## src/shared/pot_cmd_pkg.sv

```systemverilog
// Contract
// (RULE_01) Opcode 1100 with selectors and data byte writes a slot; nonvolatile write follows.
// (RULE_02) Opcode 1101 copies chosen slot of chosen pot into that pot's wiper counter.
// (RULE_03) Opcode 1110 copies pot's wiper counter into chosen slot; nonvolatile write follows.
// (RULE_04) Opcode 0010 then pot selector; every later bit steps that wiper until deselect.
// (RULE_05) Opcode 0001 loads every wiper counter from its own chosen slot, no data byte.
// (RULE_06) Opcode 1000 stores all wiper counters in chosen slots; nonvolatile write follows.
// (RULE_07) Status command 0101 0001 returns seven zeros then the write-busy flag.
// (RULE_08) Frame header must be 0101, two zeros, then the two address pins' values.
// (RULE_09) While stepping, serial input high means increment, low means decrement.
// (RULE_10) Bad identifier, address or opcode is ignored; stepping saturates at both ends.
package pot_cmd_pkg;
  localparam int CLK_FREQ_HZ = 50_000_000;
  localparam int CLK_PERIOD_NS = 1_000_000_000 / CLK_FREQ_HZ;
  localparam int NV_WRITE_TIME_NS = 10_000;
  localparam int NV_WRITE_CYCLES = NV_WRITE_TIME_NS / CLK_PERIOD_NS;
  localparam int TIMER_W = 16;
  localparam logic [TIMER_W-1:0] NV_WRITE_LOAD = TIMER_W'(NV_WRITE_CYCLES);
  localparam logic [3:0] DEV_TYPE = 4'h5;
  localparam logic [1:0] HDR_ZERO = 2'h0;
  localparam logic [3:0] OP_RD_WIPER = 4'h9;
  localparam logic [3:0] OP_WR_WIPER = 4'hA;
  localparam logic [3:0] OP_RD_SLOT = 4'hB;
  localparam logic [3:0] OP_WR_SLOT = 4'hC;
  localparam logic [3:0] OP_SLOT_TO_WIPER = 4'hD;
  localparam logic [3:0] OP_WIPER_TO_SLOT = 4'hE;
  localparam logic [3:0] OP_ALL_SLOT_TO_WIPER = 4'h1;
  localparam logic [3:0] OP_ALL_WIPER_TO_SLOT = 4'h8;
  localparam logic [3:0] OP_STEP = 4'h2;
  localparam logic [3:0] OP_STATUS = 4'h5;
  localparam logic [3:0] STATUS_LOW = 4'h1;
  localparam logic [4:0] HDR_LAST = 5'h07;
  localparam logic [4:0] INSTR_LAST = 5'h0F;
  localparam logic [4:0] DATA_LAST = 5'h17;
  localparam logic [4:0] BITS_INSTR = 5'h10;
  localparam logic [4:0] BITS_FRAME = 5'h18;
  localparam logic [7:0] WIPER_MAX = 8'hFF;
  localparam logic [7:0] WIPER_MIN = 8'h00;
  localparam logic [7:0] WIPER_RESET = 8'h00;
  localparam logic [6:0] STATUS_PAD = 7'h00;
  localparam logic [1:0] LAST_POT = 2'h3;
  localparam logic [4:0] SYNC_RESET = 5'h10;
  typedef struct packed {
    logic [3:0] opcode;
    logic [1:0] slot;
    logic [1:0] pot;
  } instr_s;
  typedef logic [3:0][7:0] wiper_bank_t;
  typedef enum logic [1:0] {EX_IDLE = 2'b00, EX_ISSUE = 2'b01, EX_APPLY = 2'b11} exec_e;
endpackage : pot_cmd_pkg

```

## src/verilog/slot_store.sv

```systemverilog
`timescale 1ns/1ps
module slot_store #(
  parameter int DEPTH = 16,
  parameter int WIDTH = 8,
  parameter int AW = 4
) (
  input wire logic i_clock,
  input wire logic i_rst,
  input wire logic i_we,
  input wire logic [AW-1:0] i_waddr,
  input wire logic [WIDTH-1:0] i_wdata,
  input wire logic [AW-1:0] i_raddr,
  output logic [WIDTH-1:0] o_rdata
);
  logic [WIDTH-1:0] mem [DEPTH];

  always_ff @(posedge i_clock) begin
    if (i_rst) begin
      for (int i = 0; i < DEPTH; i++) begin
        mem[i] <= '0;
      end
      o_rdata <= '0;
    end else begin
      if (i_we) begin
        mem[i_waddr] <= i_wdata;
      end
      o_rdata <= mem[i_raddr];
    end
  end
endmodule : slot_store

```

## src/verilog/quad_pot_spi_command_decoder.sv

```systemverilog
`timescale 1ns/1ps
module quad_pot_spi_command_decoder (
  input wire logic I_CLOCK,
  input wire logic I_RST,
  input wire logic I_CS_N,
  input wire logic I_SCK,
  input wire logic I_SI,
  input wire logic I_CHIP_SELECT_BIT_HI,
  input wire logic I_CHIP_SELECT_BIT_LO,
  output logic O_SO,
  output logic O_SO_OE_N,
  output pot_cmd_pkg::wiper_bank_t O_WIPER,
  output logic O_WRITE_BUSY
);
  import pot_cmd_pkg::*;

  // ****************
  // Pin synchronisers
  // ****************
  logic [4:0] sync1;
  logic [4:0] sync2;
  logic sck_d;
  logic cs_d;
  logic cs_n_s;
  logic sck_s;
  logic si_s;
  logic [1:0] addr_s;

  always_ff @(posedge I_CLOCK) begin
    if (I_RST) begin
      sync1 <= SYNC_RESET;
      sync2 <= SYNC_RESET;
      sck_d <= 1'b0;
      cs_d <= 1'b1;
    end else begin
      sync1 <= {I_CS_N, I_SCK, I_SI, I_CHIP_SELECT_BIT_HI, I_CHIP_SELECT_BIT_LO};
      sync2 <= sync1;
      sck_d <= sync2[3];
      cs_d <= sync2[4];
    end
  end

  assign cs_n_s = sync2[4];
  assign sck_s = sync2[3];
  assign si_s = sync2[2];
  assign addr_s = sync2[1:0];

  // ****************
  // Frame receiver
  // ****************
  logic rise;
  logic fall;
  logic cs_rise;
  logic cs_fall;
  logic [7:0] byte_in;
  logic [4:0] bit_cnt, next_bit_cnt;
  logic [7:0] shreg, next_shreg;
  logic hdr_ok, next_hdr_ok;
  instr_s instr, next_instr;
  logic instr_valid, next_instr_valid;
  logic [7:0] data_byte, next_data_byte;
  logic data_valid, next_data_valid;
  logic [7:0] tx, next_tx;
  logic so, next_so;
  logic so_oe_n, next_so_oe_n;
  logic rd_pend, next_rd_pend;
  logic step_req;
  logic wiper_load;
  logic exec_go;
  logic busy;
  logic [7:0] mem_rdata;
  wiper_bank_t wiper;

  function automatic logic legal(input instr_s c);
    case (c.opcode)
      OP_RD_WIPER, OP_WR_WIPER: legal = (c.slot == 2'h0);
      OP_RD_SLOT, OP_WR_SLOT, OP_SLOT_TO_WIPER, OP_WIPER_TO_SLOT, OP_STEP: legal = 1'b1;
      OP_ALL_SLOT_TO_WIPER, OP_ALL_WIPER_TO_SLOT: legal = (c.pot == 2'h0);
      OP_STATUS: legal = ({c.slot, c.pot} == STATUS_LOW);
      default: legal = 1'b0;
    endcase
  endfunction : legal

  assign rise = sck_s & ~sck_d & ~cs_n_s;
  assign fall = ~sck_s & sck_d & ~cs_n_s;
  assign cs_rise = cs_n_s & ~cs_d;
  assign cs_fall = ~cs_n_s & cs_d;
  assign byte_in = {shreg[6:0], si_s};
  assign step_req = rise && instr_valid && instr.opcode == OP_STEP
    && bit_cnt >= BITS_INSTR; // see (RULE_04)
  assign wiper_load = rise && instr_valid && instr.opcode == OP_WR_WIPER && bit_cnt == DATA_LAST;
  assign exec_go = cs_rise && instr_valid && bit_cnt >= BITS_INSTR
    && (instr.opcode == OP_SLOT_TO_WIPER || instr.opcode == OP_ALL_SLOT_TO_WIPER
    || (!busy && (instr.opcode == OP_WIPER_TO_SLOT || instr.opcode == OP_ALL_WIPER_TO_SLOT))
    || (!busy && instr.opcode == OP_WR_SLOT && data_valid));

  always_comb begin
    next_bit_cnt = bit_cnt;
    next_shreg = shreg;
    next_hdr_ok = hdr_ok;
    next_instr = instr;
    next_instr_valid = instr_valid;
    next_data_byte = data_byte;
    next_data_valid = data_valid;
    next_tx = tx;
    next_so = so;
    next_so_oe_n = so_oe_n;
    next_rd_pend = 1'b0;
    if (cs_fall) begin
      next_bit_cnt = 5'h00;
      next_hdr_ok = 1'b0;
      next_instr_valid = 1'b0;
      next_data_valid = 1'b0;
    end
    if (rise) begin
      next_shreg = byte_in;
      if (bit_cnt != BITS_FRAME) begin
        next_bit_cnt = bit_cnt + 5'h01;
      end
      if (bit_cnt == HDR_LAST) begin
        next_hdr_ok = (byte_in == {DEV_TYPE, HDR_ZERO, addr_s}); // see (RULE_08)
      end
      if (bit_cnt == INSTR_LAST) begin
        next_instr = instr_s'(byte_in);
        next_instr_valid = hdr_ok && legal(instr_s'(byte_in)); // see (RULE_10)
        next_rd_pend = hdr_ok && legal(instr_s'(byte_in)) && (byte_in[7:4] == OP_RD_WIPER
          || byte_in[7:4] == OP_RD_SLOT || byte_in[7:4] == OP_STATUS);
      end
      if (bit_cnt == DATA_LAST && instr_valid) begin
        next_data_byte = byte_in;
        next_data_valid = 1'b1;
      end
    end
    if (rd_pend) begin
      case (instr.opcode)
        OP_RD_WIPER: next_tx = wiper[instr.pot];
        OP_RD_SLOT: next_tx = mem_rdata;
        default: next_tx = {STATUS_PAD, busy}; // see (RULE_07)
      endcase
    end
    if (fall && instr_valid && bit_cnt >= BITS_INSTR) begin
      next_so = tx[7];
      next_tx = {tx[6:0], 1'b0};
      next_so_oe_n = !(instr.opcode == OP_RD_WIPER || instr.opcode == OP_RD_SLOT
        || instr.opcode == OP_STATUS);
    end
    if (cs_n_s) begin
      next_so_oe_n = 1'b1;
    end
  end

  always_ff @(posedge I_CLOCK) begin
    if (I_RST) begin
      bit_cnt <= 5'h00;
      shreg <= 8'h00;
      hdr_ok <= 1'b0;
      instr <= '0;
      instr_valid <= 1'b0;
      data_byte <= 8'h00;
      data_valid <= 1'b0;
      tx <= 8'h00;
      so <= 1'b0;
      so_oe_n <= 1'b1;
      rd_pend <= 1'b0;
    end else begin
      bit_cnt <= next_bit_cnt;
      shreg <= next_shreg;
      hdr_ok <= next_hdr_ok;
      instr <= next_instr;
      instr_valid <= next_instr_valid;
      data_byte <= next_data_byte;
      data_valid <= next_data_valid;
      tx <= next_tx;
      so <= next_so;
      so_oe_n <= next_so_oe_n;
      rd_pend <= next_rd_pend;
    end
  end

  // ****************
  // Command executor and wipers
  // ****************
  exec_e ex_state, next_ex_state;
  logic [1:0] ex_idx, next_ex_idx;
  logic [1:0] ex_last, next_ex_last;
  logic [3:0] ex_op, next_ex_op;
  logic [1:0] ex_slot, next_ex_slot;
  logic [7:0] ex_data, next_ex_data;
  logic [TIMER_W-1:0] timer, next_timer;
  logic next_busy;
  wiper_bank_t next_wiper;
  logic mem_we;
  logic [3:0] mem_waddr;
  logic [7:0] mem_wdata;
  logic [3:0] mem_raddr;
  logic global_op;

  assign global_op = instr.opcode == OP_ALL_SLOT_TO_WIPER || instr.opcode == OP_ALL_WIPER_TO_SLOT;

  always_comb begin
    next_ex_state = ex_state;
    next_ex_idx = ex_idx;
    next_ex_last = ex_last;
    next_ex_op = ex_op;
    next_ex_slot = ex_slot;
    next_ex_data = ex_data;
    next_wiper = wiper;
    next_timer = (timer != '0) ? timer - 1'b1 : timer;
    mem_we = 1'b0;
    mem_waddr = {ex_idx, ex_slot};
    mem_wdata = ex_data;
    mem_raddr = (ex_state == EX_IDLE) ? {byte_in[1:0], byte_in[3:2]} : {ex_idx, ex_slot};
    case (ex_state)
      EX_IDLE: begin
        if (exec_go) begin
          next_ex_state = EX_ISSUE;
          next_ex_op = instr.opcode;
          next_ex_slot = instr.slot;
          next_ex_data = data_byte;
          next_ex_idx = global_op ? 2'h0 : instr.pot; // see (RULE_05)
          next_ex_last = global_op ? LAST_POT : instr.pot; // see (RULE_06)
          if (instr.opcode == OP_WR_SLOT || instr.opcode == OP_WIPER_TO_SLOT
              || instr.opcode == OP_ALL_WIPER_TO_SLOT) begin
            next_timer = NV_WRITE_LOAD; // see (RULE_01) see (RULE_03) see (RULE_06)
          end
        end
      end
      EX_ISSUE: begin
        next_ex_state = EX_APPLY;
        if (ex_op == OP_WR_SLOT) begin
          mem_we = 1'b1; // see (RULE_01)
        end else if (ex_op == OP_WIPER_TO_SLOT || ex_op == OP_ALL_WIPER_TO_SLOT) begin
          mem_we = 1'b1; // see (RULE_03) see (RULE_06)
          mem_wdata = wiper[ex_idx];
        end
      end
      EX_APPLY: begin
        if (ex_op == OP_SLOT_TO_WIPER || ex_op == OP_ALL_SLOT_TO_WIPER) begin
          next_wiper[ex_idx] = mem_rdata; // see (RULE_02) see (RULE_05)
        end
        if (ex_idx == ex_last) begin
          next_ex_state = EX_IDLE;
        end else begin
          next_ex_idx = ex_idx + 2'h1;
          next_ex_state = EX_ISSUE;
        end
      end
      default: next_ex_state = EX_IDLE;
    endcase
    if (wiper_load) begin
      next_wiper[instr.pot] = byte_in;
    end
    if (step_req) begin
      if (si_s && wiper[instr.pot] != WIPER_MAX) begin
        next_wiper[instr.pot] = wiper[instr.pot] + 8'h01; // see (RULE_09) see (RULE_10)
      end else if (!si_s && wiper[instr.pot] != WIPER_MIN) begin
        next_wiper[instr.pot] = wiper[instr.pot] - 8'h01; // see (RULE_09) see (RULE_10)
      end
    end
    next_busy = (next_timer != '0);
  end

  always_ff @(posedge I_CLOCK) begin
    if (I_RST) begin
      ex_state <= EX_IDLE;
      ex_idx <= 2'h0;
      ex_last <= 2'h0;
      ex_op <= 4'h0;
      ex_slot <= 2'h0;
      ex_data <= 8'h00;
      timer <= '0;
      busy <= 1'b0;
      wiper <= {4{WIPER_RESET}};
    end else begin
      ex_state <= next_ex_state;
      ex_idx <= next_ex_idx;
      ex_last <= next_ex_last;
      ex_op <= next_ex_op;
      ex_slot <= next_ex_slot;
      ex_data <= next_ex_data;
      timer <= next_timer;
      busy <= next_busy;
      wiper <= next_wiper;
    end
  end

  slot_store #(.DEPTH(16), .WIDTH(8), .AW(4)) u_slots (
    .i_clock(I_CLOCK),
    .i_rst(I_RST),
    .i_we(mem_we),
    .i_waddr(mem_waddr),
    .i_wdata(mem_wdata),
    .i_raddr(mem_raddr),
    .o_rdata(mem_rdata)
  );

  assign O_SO = so;
  assign O_SO_OE_N = so_oe_n;
  assign O_WIPER = wiper;
  assign O_WRITE_BUSY = busy;

  // ****************
  // Checks
  // ****************
  AST_WR_SLOT: assert property (@(posedge I_CLOCK) disable iff (I_RST) // see (RULE_01)
    ex_state == EX_ISSUE && ex_op == OP_WR_SLOT |-> mem_we && mem_wdata == ex_data && busy)
    else $error("slot write did not store the data byte");
  AST_SLOT_TO_WIPER: assert property (@(posedge I_CLOCK) disable iff (I_RST) // see (RULE_02)
    ex_state == EX_APPLY && ex_op == OP_SLOT_TO_WIPER |=> wiper[$past(ex_idx)] == $past(mem_rdata))
    else $error("slot to wiper copy lost");
  AST_WIPER_TO_SLOT: assert property (@(posedge I_CLOCK) disable iff (I_RST) // see (RULE_03)
    ex_state == EX_ISSUE && ex_op == OP_WIPER_TO_SLOT
    |-> mem_we && mem_wdata == wiper[ex_idx] && mem_waddr == {ex_idx, ex_slot})
    else $error("wiper to slot copy wrong");
  AST_STEP_UP: assert property (@(posedge I_CLOCK) disable iff (I_RST) // see (RULE_04)
    step_req && si_s && wiper[instr.pot] != WIPER_MAX && !wiper_load
    |=> wiper[$past(instr.pot)] == $past(wiper[instr.pot]) + 8'h01)
    else $error("increment step missed");
  AST_STEP_DOWN: assert property (@(posedge I_CLOCK) disable iff (I_RST) // see (RULE_09)
    step_req && !si_s && wiper[instr.pot] != WIPER_MIN
    |=> wiper[$past(instr.pot)] == $past(wiper[instr.pot]) - 8'h01)
    else $error("decrement step missed");
  AST_GLOBAL_WALK: assert property (@(posedge I_CLOCK) disable iff (I_RST) // see (RULE_05)
    ex_state == EX_IDLE && exec_go && instr.opcode == OP_ALL_SLOT_TO_WIPER
    |=> ex_idx == 2'h0 ##7 ex_state == EX_APPLY && ex_idx == LAST_POT ##1 ex_state == EX_IDLE)
    else $error("global recall did not visit four pots");
  AST_GLOBAL_STORE_BUSY: assert property (@(posedge I_CLOCK) disable iff (I_RST) // see (RULE_06)
    ex_state == EX_IDLE && exec_go && instr.opcode == OP_ALL_WIPER_TO_SLOT
    |=> ##1 busy [*8])
    else $error("global store did not raise write busy");
  AST_STATUS_BYTE: assert property (@(posedge I_CLOCK) disable iff (I_RST) // see (RULE_07)
    rd_pend && instr.opcode == OP_STATUS |=> tx == {STATUS_PAD, $past(busy)})
    else $error("status byte malformed");
  AST_BAD_HEADER: assert property (@(posedge I_CLOCK) disable iff (I_RST) // see (RULE_08)
    rise && bit_cnt == HDR_LAST && byte_in != {DEV_TYPE, HDR_ZERO, addr_s} |=> !hdr_ok)
    else $error("foreign header accepted");
  AST_SATURATE: assert property (@(posedge I_CLOCK) disable iff (I_RST) // see (RULE_10)
    step_req && si_s && wiper[instr.pot] == WIPER_MAX |=> wiper[$past(instr.pot)] == WIPER_MAX)
    else $error("wiper wrapped past top");
endmodule : quad_pot_spi_command_decoder

```

## config.mk

```make
export PLATFORM = sky130hd
export DESIGN_NAME = quad_pot_spi_command_decoder
export DESIGN_NICKNAME = d
export VERILOG_FILES = /design/src/shared/pot_cmd_pkg.sv /design/src/verilog/slot_store.sv /design/src/verilog/quad_pot_spi_command_decoder.sv
export SDC_FILE = /design/constraint.sdc
export NUM_CORES = 1
export LEC_CHECK = 0
export BUFFER_PORTS_ARGS = -buffer_cell sky130_fd_sc_hd__buf_2
export CAP_MARGIN = 20
export CORE_UTILIZATION = 55
export CTS_CLUSTER_SIZE = 40
export DETAILED_ROUTE_END_ITERATION = 8
export PLACE_DENSITY_LB_ADDON = 0.12
export SLEW_MARGIN = 20
export SYNTH_ARGS = -nofsm -noshare
export SYNTH_HDL_FRONTEND = slang
export SYNTH_SLANG_ARGS = --single-unit
```

## constraint.sdc

```tcl
create_clock -name I_CLOCK -period 2.7 [get_ports I_CLOCK]
set_input_delay 0.54 -clock I_CLOCK [delete_from_list [all_inputs] [get_ports I_CLOCK]]
set_output_delay 0.54 -clock I_CLOCK [all_outputs]
set_load 0.005 [all_outputs]
```

==> results_dict.tcl <==
set metrics [dict create \
    syn_inst 1305 \
    clkSinkCount 259 \
    worst_pin_slew_ps 1020 \
    whs_path_depth 2 \
    crit_top_cell "buf_4" \
    yosys_most_used_dff "dfxtp_1" \
    ys_types 80 \
    drtPass1Iterations 6 \
    syn_area_per_cell_sq_um 10.3 \
    slew_headroom_pct 31.8 \
    viasPerCell 6.19 \
    crit_chain "buf_4 -> mux4_2 -> nor4_4 -> buf_4 -> a211oi_2 -> o21ai_2 -> buf_4 -> o2111a_1 -> a221o_1" \
    crit_type "reg2reg" \
    grt_max_degree 67 \
    htreeDepth 1 \
    diodes 0 \
    wl_met3_mm 3.42 \
    met2_length_mm 18.6 \
    drtAntennaViolNets 0 \
    clk_latency_ps 550 \
    cp.arrival_ps 3110 \
    top_layer "met4" \
    track_usage_pct 32.9 \
    holdWs_ps 170 \
    rsz0062_at_grt "true" \
    syn_area_sq_mm 0.0134 \
    endpoint_kind "flop" \
    hp-start "I_CS_N" \
    layout-drive-gt1-share_pct 24.2 \
    rrSetupSlack_ps 80 \
    finalCritPeriodShare_pct 97.0 \
    crit_fanout 9 \
    fillCellCount 1896 \
    grt_pass1_wl_mm 61.2 \
    drt_wl_total_mm 40.4 \
    final_common_cell "nor2_1" \
    drc 0 \
    timing.rr.start "instr[0]" \
    syn2layout_area_growth_pct 20.2 \
    maxCapViolations 0 \
    syn_nets 1324 \
    cp_slowest_stage_delay_ps 600 \
    dieArea_sq_mm 0.0250 \
    die_x_um 158 \
    clk_path_buf_depth 3 \
    wl_met1_mm 17.2 \
    grt_pass1_vias 10778 \
    clock_skew_ps 13.9 \
    holdPathEnd "sync1[4]" \
    num-nets-final 1472 \
    num_io_pins 42 \
    ys_ff_latch 259 \
    ys_seq_area_share_pct 48.3 \
    status "completed" \
    cts_buffers 29 \
    cellLeakagePower_nw 6.47 \
    overflow 0 \
    antenna_found_initial 0 \
    worst_setup_path_start_kind "flop" \
    core_sq_mm 0.0237 \
    min_path_type "in2reg" \
    cts_tree "yes" \
    cpMaxStageDelayCell "mux4_2" \
    fmax_mhz 382 \
    cts_root_buf "clkbuf_16" \
    tns_ps 0 \
    hold_violations 0 \
    dp_hpwl_mm 28.6 \
    regToRegEndpoint "O_WIPER[22]" \
    fin_crit_ps 2620 \
    io_buffers 41 \
    vdd_ir_drop_max_v 0.000540 \
    first_iter_violations 1335 \
    crit_required_ps 3190 \
    gp_congestion 0.986 \
    wl_per_cell_um 22.5 \
    pwr_density_cell_mw_per_mm2 589 \
    start_util_pct 56.5 \
    async_flop_share_pct 0 \
    synth-edff-count 128 \
    finalSetupViolCount 0 \
    ys_warn_count 0 \
    ff2ff_path_depth 9 \
    path_clk_slew_ps 60 \
    slew_viol_final 0 \
    dieHeight_um 158 \
    mostFrequentLayoutCells "nor2_1 (214), buf_4 (148), dfxtp_1 (129), edfxtp_1 (128), nand2_1 (125)" \
    rows 56 \
    vias 11104 \
]
## final cells by class
cell class	count	area, sq um	share of cell area, %
clock buffer	36	752	4.67
clock inverter	16	156	0.972
inverter	26	97.6	0.607
multi-input combinational	929	6500	40.4
sequential	259	6470	40.2
tap	319	399	2.48
timing repair buffer	208	1710	10.6
## kinds of logic after synthesis
group | share of synthesized area, %
and+or+nand+nor | 17.7
AOI/OAI and AO/OA | 11.6
buffers and inverters | 3.56
muxes | 15.7
xor gates and xnor gates | 1.90
DFF | 48.3
adders and majority gates | 1.20
## state kept, by name, summed over array words and instances, names as in the netlist, 4 cells and up
| name | count |
|---|---|
| ex_data | 8 |
| instr | 8 |
| ex_op | 4 |
| timer | 16 |
| u_slots.o_rdata | 8 |
| O_WIPER | 32 |
| tx | 8 |
| shreg | 7 |
| data_byte | 8 |
| sync2 | 5 |
| u_slots.mem | 128 |
| bit_cnt | 5 |
| sync1 | 5 |
## per-stage QoR
| step | cells | instance area (sq um) | total power (W) | setup WS [ps] | util (%) |
|---|---|---|---|---|---|
| 2_1_floorplan | 1305 | 13400 | 0.00533 | 76.7 | - |
| 3_3_place_gp | 1740 | 15100 | 0.00565 | 80.6 | 63.9 |
| 3_5_place_dp | 1740 | 15100 | 0.00569 | 41.0 | 63.9 |
| 4_1_cts | 1792 | 16000 | 0.00949 | 2.01 | 67.8 |
| 5_1_grt | 1793 | 16100 | 0.00980 | -11.5 | 67.9 |
| 6_report | 1793 | 16100 | 0.00948 | 81.2 | 67.9 |
## repair_timing
action,in CTS,in global routing
hold buffers,0,0
buffers inserted,0,1
endpoints found under the setup margin,0,28
resized for setup,0,7
## power by group
group	switching [W]	internal, W	total (W)	leakage (nW)
clock	0.00159	0.00225	0.00384	0.438
sequential	0.000174	0.00430	0.00447	2.38
combinational	0.000658	0.000506	0.00116	3.65
## Yosys cell counts, drive strengths merged, types with 3 or more instances
master,count,share of area [%]
buf,24,0.95
a31oi,12,0.56
o221ai,9,0.59
o211ai,6,0.34
clkbuf,67,1.9
nor3b,6,0.37
xor2,16,1.0
nand2b,7,0.33
nor2b,24,1.1
o21ai,43,1.7
or2,11,0.51
mux4,48,8.1
a21o,5,0.28
nand4,10,0.51
a21oi,66,2.5
a2111oi,6,0.54
nor2,215,6.0
or3,7,0.33
and3,8,0.37
ha,12,1.1
and2,8,0.37
inv,25,0.70
xnor2,13,0.85
dfxtp,131,20
edfxtp,128,29
a211oi,25,1.5
nand3,38,1.4
o22ai,7,0.33
nand3b,3,0.17
or4,4,0.22
a221oi,8,0.57
a211o,10,0.65
o2111ai,4,0.26
nor3,27,1.2
a221o,3,0.22
nand2,125,3.5
mux2,20,1.7
nor4,10,0.63
mux2i,80,6.0
## routing by layer
metal / vias to the layer above / global-route usage [%]
met3: 95 / 5.04
met1: 5447 / 46.3
met4: 0 / 10.7
li1: 5064 / -
met2: 498 / 52.3
met5: - / 0
## worst max-delay path by stage
stage | from | to | cells after the start
6_report | instr[0] | O_WIPER[22] | 9
5_1_grt | instr[0] | O_WIPER[22] | 9
4_1_cts | instr[0] | O_WIPER[22] | 9
3_5_place_dp | instr[0] | O_WIPER[11] | 8
3_3_place_gp | instr[0] | O_WIPER[11] | 7
2_1_floorplan | ex_idx[0] | O_WIPER[20] | 10
## worst max-delay path, delay by kind of cell (launching register included)
family	cells	cell delay (ps)
AO/OA/AOI/OAI	4	670
buffers and inverters	3	600
multiplexers	1	600
flip-flops	1	400
AND/OR/NAND/NOR	1	290
Note: power is estimated with default switching activity, not from simulation.
